**config.mk**
```make
export PLATFORM = sky130hd
export DESIGN_NAME = rtcw_window_lock
export DESIGN_NICKNAME = d
export VERILOG_FILES = /design/src/rtl/rtcw_pkg.sv /design/src/rtl/rtcw_ptr_if.sv /design/src/rtl/rtcw_ptr_unit.sv /design/src/rtl/rtcw_key_seq.sv /design/src/rtl/rtcw_window_lock.sv
export SDC_FILE = /design/constraint.sdc
export NUM_CORES = 1
export LEC_CHECK = 0
export BUFFER_PORTS_ARGS = -buffer_cell sky130_fd_sc_hd__buf_2
export CORE_UTILIZATION = 60
export DETAILED_ROUTE_END_ITERATION = 6
export GPL_TIMING_DRIVEN = 0
export HOLD_SLACK_MARGIN = 0.1
export PLACE_DENSITY = 0.79
export RECOVER_POWER = 25
export SLEW_MARGIN = 20
export SYNTH_ARGS = -nofsm -noshare
export SYNTH_HDL_FRONTEND = slang
export SYNTH_HIERARCHICAL = 1
export SYNTH_SLANG_ARGS = --single-unit
```
**constraint.sdc**
```tcl
create_clock -name mclk -period 4.9 [get_ports mclk]
set_clock_uncertainty 0.05 [all_clocks]
set_input_delay 0.49 -clock mclk [delete_from_list [all_inputs] [get_ports mclk]]
set_output_delay 0.49 -clock mclk [all_outputs]
set_load 0.02 [all_outputs]
```
**src/rtl/rtcw_pkg.sv**
```systemverilog
// constants, field layout and types of the clock window access block
// assumes a 16-bit register port clocked by mclk at 40 MHz
// Notes on behaviour
// [RULE1] timer window pair chosen by pointer
// [RULE2] alarm window pair chosen by alarm pointer
// [RULE3] timer high-byte write decrements, sticks at 00
// [RULE4] alarm high-byte write decrements, sticks at 00
// [RULE5] any alarm window read decrements pointer
// [RULE6] any timer window read decrements pointer
// [RULE7] low-byte writes never move pointers
// [RULE8] timer writes need the write-unlock bit
// [RULE9] unlock settable one cycle after 55,aa
// [RULE10] software keeps unlock clear when idle
// [RULE11] locked writes and keyless unlock ignored
package rtcw_pkg;
	// register indices on the address port
	localparam logic [3:0] RTCW_CFG_ADDR = 4'h0;
	localparam logic [3:0] RTCW_ALCFG_ADDR = 4'h1;
	localparam logic [3:0] RTCW_TWIN_ADDR = 4'h2;
	localparam logic [3:0] RTCW_THI_ADDR = 4'h3;
	localparam logic [3:0] RTCW_TLO_ADDR = 4'h4;
	localparam logic [3:0] RTCW_AWIN_ADDR = 4'h5;
	localparam logic [3:0] RTCW_AHI_ADDR = 4'h6;
	localparam logic [3:0] RTCW_ALO_ADDR = 4'h7;
	localparam logic [3:0] RTCW_KEY_ADDR = 4'h8;
	// field positions
	localparam int RTCW_PTR_LSB = 8;
	localparam int RTCW_UNLOCK_BIT = 13;
	// key values
	localparam logic [7:0] RTCW_KEY_FIRST = 8'h55;
	localparam logic [7:0] RTCW_KEY_SECOND = 8'haa;
	// reset values
	localparam logic [1:0] RTCW_PTR_RST = 2'h0;
	localparam logic [7:0] RTCW_BYTE_RST = 8'h00;
	localparam logic [15:0] RTCW_WORD_RST = 16'h0000;
	// byte slots of the timer store: sec, min, hr, wday, day, month, year
	localparam int RTCW_TBYTES = 7;
	localparam int RTCW_ABYTES = 6;
	// unlock key sequencer states, gray along the path
	typedef enum logic [1:0] {
		RTCW_KEY_IDLE = 2'h0,
		RTCW_KEY_GOT1 = 2'h1,
		RTCW_KEY_ARMED = 2'h3
	} rtcw_key_state_t;
endpackage : rtcw_pkg

```
**src/rtl/rtcw_ptr_if.sv**
```systemverilog
// carrier between the top and one window pointer
// assumes a single clock domain
`timescale 1ns/1ps
interface rtcw_ptr_if;
	logic load;
	logic [1:0] loadVal;
	logic decr;
	logic [1:0] ptr;
	modport ctrl (output load, output loadVal, output decr, input ptr);
	modport unit (input load, input loadVal, input decr, output ptr);
endinterface : rtcw_ptr_if

```
**src/rtl/rtcw_ptr_unit.sv**
```systemverilog
// two-bit window pointer with load and saturating decrement
// assumes load and decr are single-cycle terms from mclk logic
`timescale 1ns/1ps
module rtcw_ptr_unit (
	// clock and reset
	input wire logic mclk,
	input wire logic sys_rst,
	// pointer carrier
	rtcw_ptr_if.unit p
);
	import rtcw_pkg::*;
	typedef struct packed {
		logic [1:0] ptr;
	} rtcw_ptr_state_t;
	rtcw_ptr_state_t st;
	rtcw_ptr_state_t next_st;
	// software load wins, else decrement down to 00 and hold
	always_comb begin
		next_st = st;
		if (p.load) begin
			next_st.ptr = p.loadVal;
		// [RULE3] [RULE4] saturating decrement
		end else if (p.decr && st.ptr != 2'h0) begin
			next_st.ptr = st.ptr - 2'h1;
		end
	end
	always_ff @(posedge mclk or posedge sys_rst) begin
		if (sys_rst) begin
			st.ptr <= RTCW_PTR_RST;
		end else begin
			st <= next_st;
		end
	end
	assign p.ptr = st.ptr;
endmodule : rtcw_ptr_unit

```
**src/rtl/rtcw_key_seq.sv**
```systemverilog
// unlock key sequencer: opens a one-cycle window after 55 then aa
// assumes write strobes from the register port on mclk
`timescale 1ns/1ps
module rtcw_key_seq (
	// clock and reset
	input wire logic mclk,
	input wire logic sys_rst,
	// register writes
	input wire logic anyWr,
	input wire logic keyWr,
	input wire logic [7:0] keyData,
	// unlock window open
	output logic armed
);
	import rtcw_pkg::*;
	typedef struct packed {
		rtcw_key_state_t state;
	} rtcw_key_reg_t;
	rtcw_key_reg_t st;
	rtcw_key_reg_t next_st;
	// any write other than the aa key or a repeated 55 key between the two keys breaks the sequence
	always_comb begin
		next_st = st;
		unique case (st.state)
			RTCW_KEY_IDLE: begin
				if (keyWr && keyData == RTCW_KEY_FIRST) begin
					next_st.state = RTCW_KEY_GOT1;
				end
			end
			RTCW_KEY_GOT1: begin
				// [RULE9] second key arms
				if (keyWr && keyData == RTCW_KEY_SECOND) begin
					next_st.state = RTCW_KEY_ARMED;
				end else if (keyWr && keyData == RTCW_KEY_FIRST) begin
					next_st.state = RTCW_KEY_GOT1;
				end else if (anyWr) begin
					next_st.state = RTCW_KEY_IDLE;
				end
			end
			RTCW_KEY_ARMED: begin
				// [RULE9] window lasts one cycle
				if (keyWr && keyData == RTCW_KEY_FIRST) begin
					next_st.state = RTCW_KEY_GOT1;
				end else begin
					next_st.state = RTCW_KEY_IDLE;
				end
			end
			default: begin
				next_st.state = RTCW_KEY_IDLE;
			end
		endcase
	end
	always_ff @(posedge mclk or posedge sys_rst) begin
		if (sys_rst) begin
			st.state <= RTCW_KEY_IDLE;
		end else begin
			st <= next_st;
		end
	end
	assign armed = (st.state == RTCW_KEY_ARMED);
endmodule : rtcw_key_seq

```
**src/rtl/rtcw_window_lock.sv**
```systemverilog
// register front end: timer and alarm windows, pointers, write lock
// assumes a single-cycle strobe register port; read data one cycle later
//
// Our own choices: the strobed register port and the register offsets.
`timescale 1ns/1ps
module rtcw_window_lock (
	// clock and reset
	input wire logic mclk,
	input wire logic sys_rst,
	// register port
	input wire logic [3:0] addr,
	input wire logic [15:0] wrData,
	input wire logic wrStb,
	input wire logic rdStb,
	output logic [15:0] rdData,
	// status
	output logic timerWriteUnlock,
	output logic [1:0] timerWindowPointer,
	output logic [1:0] alarmWindowPointer
);
	import rtcw_pkg::*;
	typedef struct packed {
		logic [RTCW_TBYTES-1:0][7:0] tval;
		logic [RTCW_ABYTES-1:0][7:0] aval;
		logic cfgEnable;
		logic [7:0] cfgCal;
		logic alEnable;
		logic [7:0] alRepeat;
		logic unlock;
		logic [15:0] rdData;
	} rtcw_state_t;
	rtcw_state_t st;
	rtcw_state_t next_st;
	rtcw_ptr_if tPtr ();
	rtcw_ptr_if aPtr ();
	logic armed;
	logic keyWr;
	logic tWinWr;
	logic tHiWr;
	logic tLoWr;
	logic tRd;
	logic aWinWr;
	logic aHiWr;
	logic aLoWr;
	logic aRd;
	logic [15:0] tView;
	logic [15:0] aView;
	logic [15:0] cfgView;
	logic [15:0] alcfgView;

	// key sequencer
	rtcw_key_seq keySeq (
		.mclk(mclk),
		.sys_rst(sys_rst),
		.anyWr(wrStb),
		.keyWr(keyWr),
		.keyData(wrData[7:0]),
		.armed(armed)
	);
	// timer pointer
	rtcw_ptr_unit timerPtrUnit (
		.mclk(mclk),
		.sys_rst(sys_rst),
		.p(tPtr)
	);
	// alarm pointer
	rtcw_ptr_unit alarmPtrUnit (
		.mclk(mclk),
		.sys_rst(sys_rst),
		.p(aPtr)
	);

	// address decode of the strobes
	assign keyWr = wrStb && addr == RTCW_KEY_ADDR;
	// [RULE8] [RULE11] locked timer writes dropped
	assign tWinWr = wrStb && st.unlock && addr == RTCW_TWIN_ADDR;
	assign tHiWr = wrStb && st.unlock && addr == RTCW_THI_ADDR;
	assign tLoWr = wrStb && st.unlock && addr == RTCW_TLO_ADDR;
	assign aWinWr = wrStb && addr == RTCW_AWIN_ADDR;
	assign aHiWr = wrStb && addr == RTCW_AHI_ADDR;
	assign aLoWr = wrStb && addr == RTCW_ALO_ADDR;
	assign tRd = rdStb && (addr == RTCW_TWIN_ADDR || addr == RTCW_THI_ADDR || addr == RTCW_TLO_ADDR);
	assign aRd = rdStb && (addr == RTCW_AWIN_ADDR || addr == RTCW_AHI_ADDR || addr == RTCW_ALO_ADDR);

	// pointer control: config writes load, window reads and accepted window or high-byte writes decrement
	assign tPtr.load = wrStb && addr == RTCW_CFG_ADDR;
	assign tPtr.loadVal = wrData[RTCW_PTR_LSB+1:RTCW_PTR_LSB];
	// [RULE3] [RULE6] [RULE7] timer pointer steps
	assign tPtr.decr = tWinWr || tHiWr || tRd;
	assign aPtr.load = wrStb && addr == RTCW_ALCFG_ADDR;
	assign aPtr.loadVal = wrData[RTCW_PTR_LSB+1:RTCW_PTR_LSB];
	// [RULE4] [RULE5] [RULE7] alarm pointer steps
	assign aPtr.decr = aWinWr || aHiWr || aRd;

	// [RULE1] timer pair selection
	always_comb begin
		unique case (tPtr.ptr)
			2'h0: tView = {st.tval[1], st.tval[0]};
			2'h1: tView = {st.tval[3], st.tval[2]};
			2'h2: tView = {st.tval[5], st.tval[4]};
			2'h3: tView = {RTCW_BYTE_RST, st.tval[6]};
		endcase
	end

	// [RULE2] alarm pair selection, 11 shows nothing
	always_comb begin
		unique case (aPtr.ptr)
			2'h0: aView = {st.aval[1], st.aval[0]};
			2'h1: aView = {st.aval[3], st.aval[2]};
			2'h2: aView = {st.aval[5], st.aval[4]};
			2'h3: aView = RTCW_WORD_RST;
		endcase
	end

	// config views with pointer fields in place, unlock field in the timer view only
	always_comb begin
		cfgView = RTCW_WORD_RST;
		cfgView[15] = st.cfgEnable;
		cfgView[RTCW_UNLOCK_BIT] = st.unlock;
		cfgView[RTCW_PTR_LSB+1:RTCW_PTR_LSB] = tPtr.ptr;
		cfgView[7:0] = st.cfgCal;
		alcfgView = RTCW_WORD_RST;
		alcfgView[15] = st.alEnable;
		alcfgView[RTCW_PTR_LSB+1:RTCW_PTR_LSB] = aPtr.ptr;
		alcfgView[7:0] = st.alRepeat;
	end

	// register file update and read capture
	always_comb begin
		next_st = st;
		next_st.rdData = RTCW_WORD_RST;
		if (rdStb) begin
			unique case (addr)
				RTCW_CFG_ADDR: next_st.rdData = cfgView;
				RTCW_ALCFG_ADDR: next_st.rdData = alcfgView;
				RTCW_TWIN_ADDR: next_st.rdData = tView;
				RTCW_THI_ADDR: next_st.rdData = {RTCW_BYTE_RST, tView[15:8]};
				RTCW_TLO_ADDR: next_st.rdData = {RTCW_BYTE_RST, tView[7:0]};
				RTCW_AWIN_ADDR: next_st.rdData = aView;
				RTCW_AHI_ADDR: next_st.rdData = {RTCW_BYTE_RST, aView[15:8]};
				RTCW_ALO_ADDR: next_st.rdData = {RTCW_BYTE_RST, aView[7:0]};
				default: next_st.rdData = RTCW_WORD_RST;
			endcase
		end
		if (wrStb && addr == RTCW_CFG_ADDR) begin
			next_st.cfgEnable = wrData[15];
			next_st.cfgCal = wrData[7:0];
			// [RULE9] [RULE11] set only while armed
			if (!wrData[RTCW_UNLOCK_BIT]) begin
				next_st.unlock = 1'b0;
			end else if (armed) begin
				next_st.unlock = 1'b1;
			end
		end
		if (wrStb && addr == RTCW_ALCFG_ADDR) begin
			next_st.alEnable = wrData[15];
			next_st.alRepeat = wrData[7:0];
		end
		// [RULE1] [RULE8] timer window store at current pair
		if (tWinWr || tHiWr) begin
			if (tPtr.ptr != 2'h3) begin
				next_st.tval[{tPtr.ptr, 1'b1}] = tWinWr ? wrData[15:8] : wrData[7:0];
			end
		end
		if (tWinWr || tLoWr) begin
			if (tPtr.ptr == 2'h3) begin
				next_st.tval[6] = wrData[7:0];
			end else begin
				next_st.tval[{tPtr.ptr, 1'b0}] = wrData[7:0];
			end
		end
		// [RULE2] alarm window store, pair 11 holds nothing
		if ((aWinWr || aHiWr) && aPtr.ptr != 2'h3) begin
			next_st.aval[{aPtr.ptr, 1'b1}] = aWinWr ? wrData[15:8] : wrData[7:0];
		end
		if ((aWinWr || aLoWr) && aPtr.ptr != 2'h3) begin
			next_st.aval[{aPtr.ptr, 1'b0}] = wrData[7:0];
		end
	end

	always_ff @(posedge mclk or posedge sys_rst) begin
		if (sys_rst) begin
			st <= '0;
		end else begin
			st <= next_st;
		end
	end

	// outputs
	assign rdData = st.rdData;
	assign timerWriteUnlock = st.unlock;
	assign timerWindowPointer = tPtr.ptr;
	assign alarmWindowPointer = aPtr.ptr;
endmodule : rtcw_window_lock

```
# After elaboration in Yosys (flattened, before gate mapping)
# Cells that the tools add are included.
# word_totals
register_bits	145
latchBits	0
ramBits	0
rom_bits	0
inputBits	24
n_memories	0
# classes
n_addsub	2
multipliers	0
div	0
n_lt_le_gt_ge	8
eq_ne	23
n_shift	0
muxes	37
n_bitwise	0
n_reduce_logical	42
# op_table
cell	n
two-way mux 56 bit	3
two-way mux 48 bit	3
case mux 16 bit (4 select lines)	2
case mux 16 bit (8 select lines)	1
bitwise mux 56 bit	2
bitwise mux 48 bit	2
demux 8 bit (select 2 bit)	4
two-way mux 8 bit	7
logical AND 1 bit	22
== test 4 x 3 -> 1 bit, second input constant	4
< comparator 3 x 4 -> 1 bit, second input constant	4
two-way mux 16 bit	1
two-way mux 2 bit	8
greater-or-equal comparator 3 x 1 -> 1 bit, second input constant	4
== test 2 bit, second input constant	5
logical OR 1 bit	10
== test 4 x 2 -> 1 bit, second input constant	2
== test 8 x 7 -> 1 bit, second input constant	1
== test 8 bit, second input constant	1
nonzero test 2 bit	4
== test 2 x 1 -> 1 bit, second input constant	3
logical NOT 2 bit	3
case mux 2 bit (3 select lines)	1
== test 4 x 1 -> 1 bit, second input constant	1
8 further kinds	14

# Logic depth before layout (Yosys ltp)
# logic_depth
ltp_word	10
depth_mapped	7

# Hierarchy
# Netlist, hierarchy kept.
# by_module_without_submodules
module	instances	cells_each	area_each_um2	seq_area_each_um2
rtcw_window_lock	1	594	6759.0	3478.3
rtcw_ptr_unit	2	13	135.1	50.0
rtcw_key_seq	1	18	156.4	50.0

# Least setup slack after synthesis
# Ideal clock, no wire load.
# synth_path
path_kind	input-to-reg
from	input addr[1]
to	register timerPtrUnit/p.ptr[0] (netlist name)
setup_ps	126
arrival_ps	1796
t_required_ps	4724
slack_ps	2928
path_stages	7
path_cell_list	clkbuf_1 > nor2_1 > nand3_1 > inv_1 > buf_2 > and2b_4 > a221o_1
# synth_via
word_cells_on_any_way	15
# synth_rtl
item	line	text
from (decl)	rtcw_window_lock.sv:11	input wire logic [3:0] addr,
logical NOT 4 bit *	rtcw_window_lock.sv:86	assign tPtr.load = wrStb && addr == RTCW_CFG_ADDR;
logical AND 1 bit *	rtcw_window_lock.sv:86	
net tPtr.load	rtcw_ptr_if.sv:5	logic load;
two-way mux 2 bit or nonzero test 2 bit (tied branches)	n/a	
# The timed path passes the listed nets; every way through them passes the cells marked *.
# A chain may end at the register's enable or synchronous reset.

==> metrics <==
status=complete, but fails checks; failing checks=design-rule violations, max-capacitance violations, max-slew violations; register area=3630 µm²; Layout Utilization=70.7%; initial DRC count=between 600 and 700; # port buffers=between 40 and 50; P&R area growth vs syn=13.8%; P_sw=roughly 1.2 mW; syn avg cell area=roughly 11 µm²; Sink Count=145; Synth top area share=50.5%; Worst-Skew Late Latency=approximately 0.43 ns; filler cell count in the final layout=846; DRC viols=9; Hold WS=0.321 ns; largest cells by area after synthesis=dfrtp_1 50%, mux2_2 8.9%, mux2i_1 6.7%; Power Density=469 nW/µm²; cell accounting for the most synthesized area=dfrtp_1; sequential area share after synthesis=between 50% and 60%; RSZ-0062 raised after global routing=false; vias in the first global route=5,341; Arr. time, crit path=3.19 ns; Initial Util=62.1%; Synth warnings=6; area of the multi-input gates=3170 µm²; period utilization=54.8%; IO Pins=45; first-pass GRT wire length=29.9 mm; Max Cap Viol=1; total CTS buffers=17; max-slew violation total from the final report=56; Synth Cell Area=7190 µm²; syn_nets=664; commonest register cell after synthesis=dfrtp_1; Min-Delay Path Class=in -> reg; Die Area=12,400 µm²; Max clock buf depth=2; TritonCTS clock tree=done; largest net degree at the start of global routing=85; Synth Register Bits=145; count leader, synth=dfrtp_1; worst setup path class=in -> async; CP Max Fanout=84; clock period minus worst slack=2.68 ns; Leak=3.80 nW; HPWL after DPL=13.0 mm; clock root buffer=clkbuf_16; CTS resizes=0; Async SR Flop Fraction=100%; Worst setup EP type=async pin; Net Sw Frac=31.8%; Slew @ Worst Pin=2.59 ns; # diodes=0; Fin. Hold Viols=0; Combinational Power Share=a little over a quarter; wire length per cell=approximately 22 µm; Final Power=3.83 mW; fin cells=approximately 860; row count=39; Post-synth EDFFs=0; Clock Pin Slew Worst Setup and Hold Paths=around 0.06 ns; Int Power=2.61 mW; DR pass1 iterations=7; DIE WIDTH=111 µm; via/cell ratio=6.25; clock network power share=between 30% and 40%; Setup violations, final=0; Worst VDD drop=around 0.00033 V; grt total ovfl=0; GP Congestion=0.932; Antenna Nets Post-Route=0; synth unique cells=59; core area=11,600 µm²; CP required=5.41 ns; fmax=373 MHz; Flop pwr share=about two fifths; Startpoint Class=input port; Die H=111 µm; initial antenna violation count=0; Cells after Synth=about 640; H-tree depth=4; dpl cells=826; fin nets=729; slew margin rel.=-73.9%; gr usage total=32.4%; fraction of layout cells with a size suffix above 1=28.2%; DR vias=5,360; Post-synth top cells=145 x dfrtp_1, 60 x nand2_1, 57 x mux2_2; final wirelength=18.7 mm
-- flip-flops by register name, indices dropped and copies added, names as in the netlist --
register,count
timerWriteUnlock,1
rdData,16
st,104
cfgView,9
keySeq/st,2
alcfgView,9
alarmPtrUnit/p.ptr,2
timerPtrUnit/p.ptr,2
-- per-layer routing --
metal  global-route usage (%)  wire (µm)
met1                     45.0       8100
met4                     14.0        508
met3                     7.84       1300
met5                        0          0
met2                     49.0       8830
-- cells in the final DEF (no fill, tap or decap), drive strengths merged, types with 9 or more instances in the layout --
cell       n
nor2      48
clkbuf    42
dfrtp    145
inv       14
mux2      65
a31oi     11
nand2     61
o2bb2ai   13
a22oi     10
buf       83
mux2i     48
nor2b      9
a21oi     36
o21ai     33
-- cell type report --
type	instances	area share, %
sequential	145	44.4
multi-input combinational	420	38.7
clock buffer	21	5.75
buffer	59	4.15
timing repair buffer	46	3.12
tap	143	2.19
clock inverter	9	1.03
inverter	14	0.658
-- final timing paths --
check                                      start               endpoint  slack [ns]  depth (start not counted)
setup reg to reg           timerPtrUnit/p.ptr[1]              rdData[2]        2.54                          5
hold / removal                        wrData[15]            cfgView[15]        0.32                          3
setup / recovery                         sys_rst                 st[42]        2.22                          4
max in group mclk          timerPtrUnit/p.ptr[1]              rdData[2]        2.54                          5
min in group asynchronous                sys_rst  timerPtrUnit/p.ptr[1]        0.51                          3
hold reg to reg                       cfgView[6]             cfgView[6]        0.43                          2
-- worst max-delay path: stages --
cell	delay (ns)
dlygate4sd3_1	0.54
clkbuf_1	0.17
clkinvlp_2	1.49
buf_16	0.41
-- power groups by stage --
| stage | registers, mW | logic (mW) | clock network, mW |
|---|---|---|---|
| after global routing | 1.63 | 1.09 | 1.28 |
| after detailed placement | 1.61 | 0.984 | 0 |
| after CTS | 1.60 | 0.997 | 1.23 |
| final | 1.60 | 1.01 | 1.23 |
| after floorplan | 1.59 | 0.722 | 0 |
| after global placement | 1.60 | 0.950 | 0 |
-- cells by family after synthesis --
logic type | Yosys count | share of synthesized area, %
simple gates | 174 | 13.2
flops | 145 | 50.5
xor+xnor | 2 | 0.244
mux | 121 | 19.8
compound gates | 121 | 10.5
buf+inv | 73 | 5.45
fa+ha+maj | 2 | 0.348
-- through the flow --
step | cell area, µm² | setup TNS, ns | setup WS, ns
floorplan | 7190 | 0 | 0.635
global placement | 7580 | -97.30 | -0.709
detailed placement | 7620 | 0 | 2.36
CTS | 8180 | 0 | 2.63
global route | 8180 | 0 | 1.79
finish | 8180 | 0 | 2.22
-- what timing repair did --
action / CTS / global route
hold endpoints to repair: 35 / 0
hold buffers: 1 / 0
buffers inserted: 0 / 0
Power figures use the tool's default switching activity.
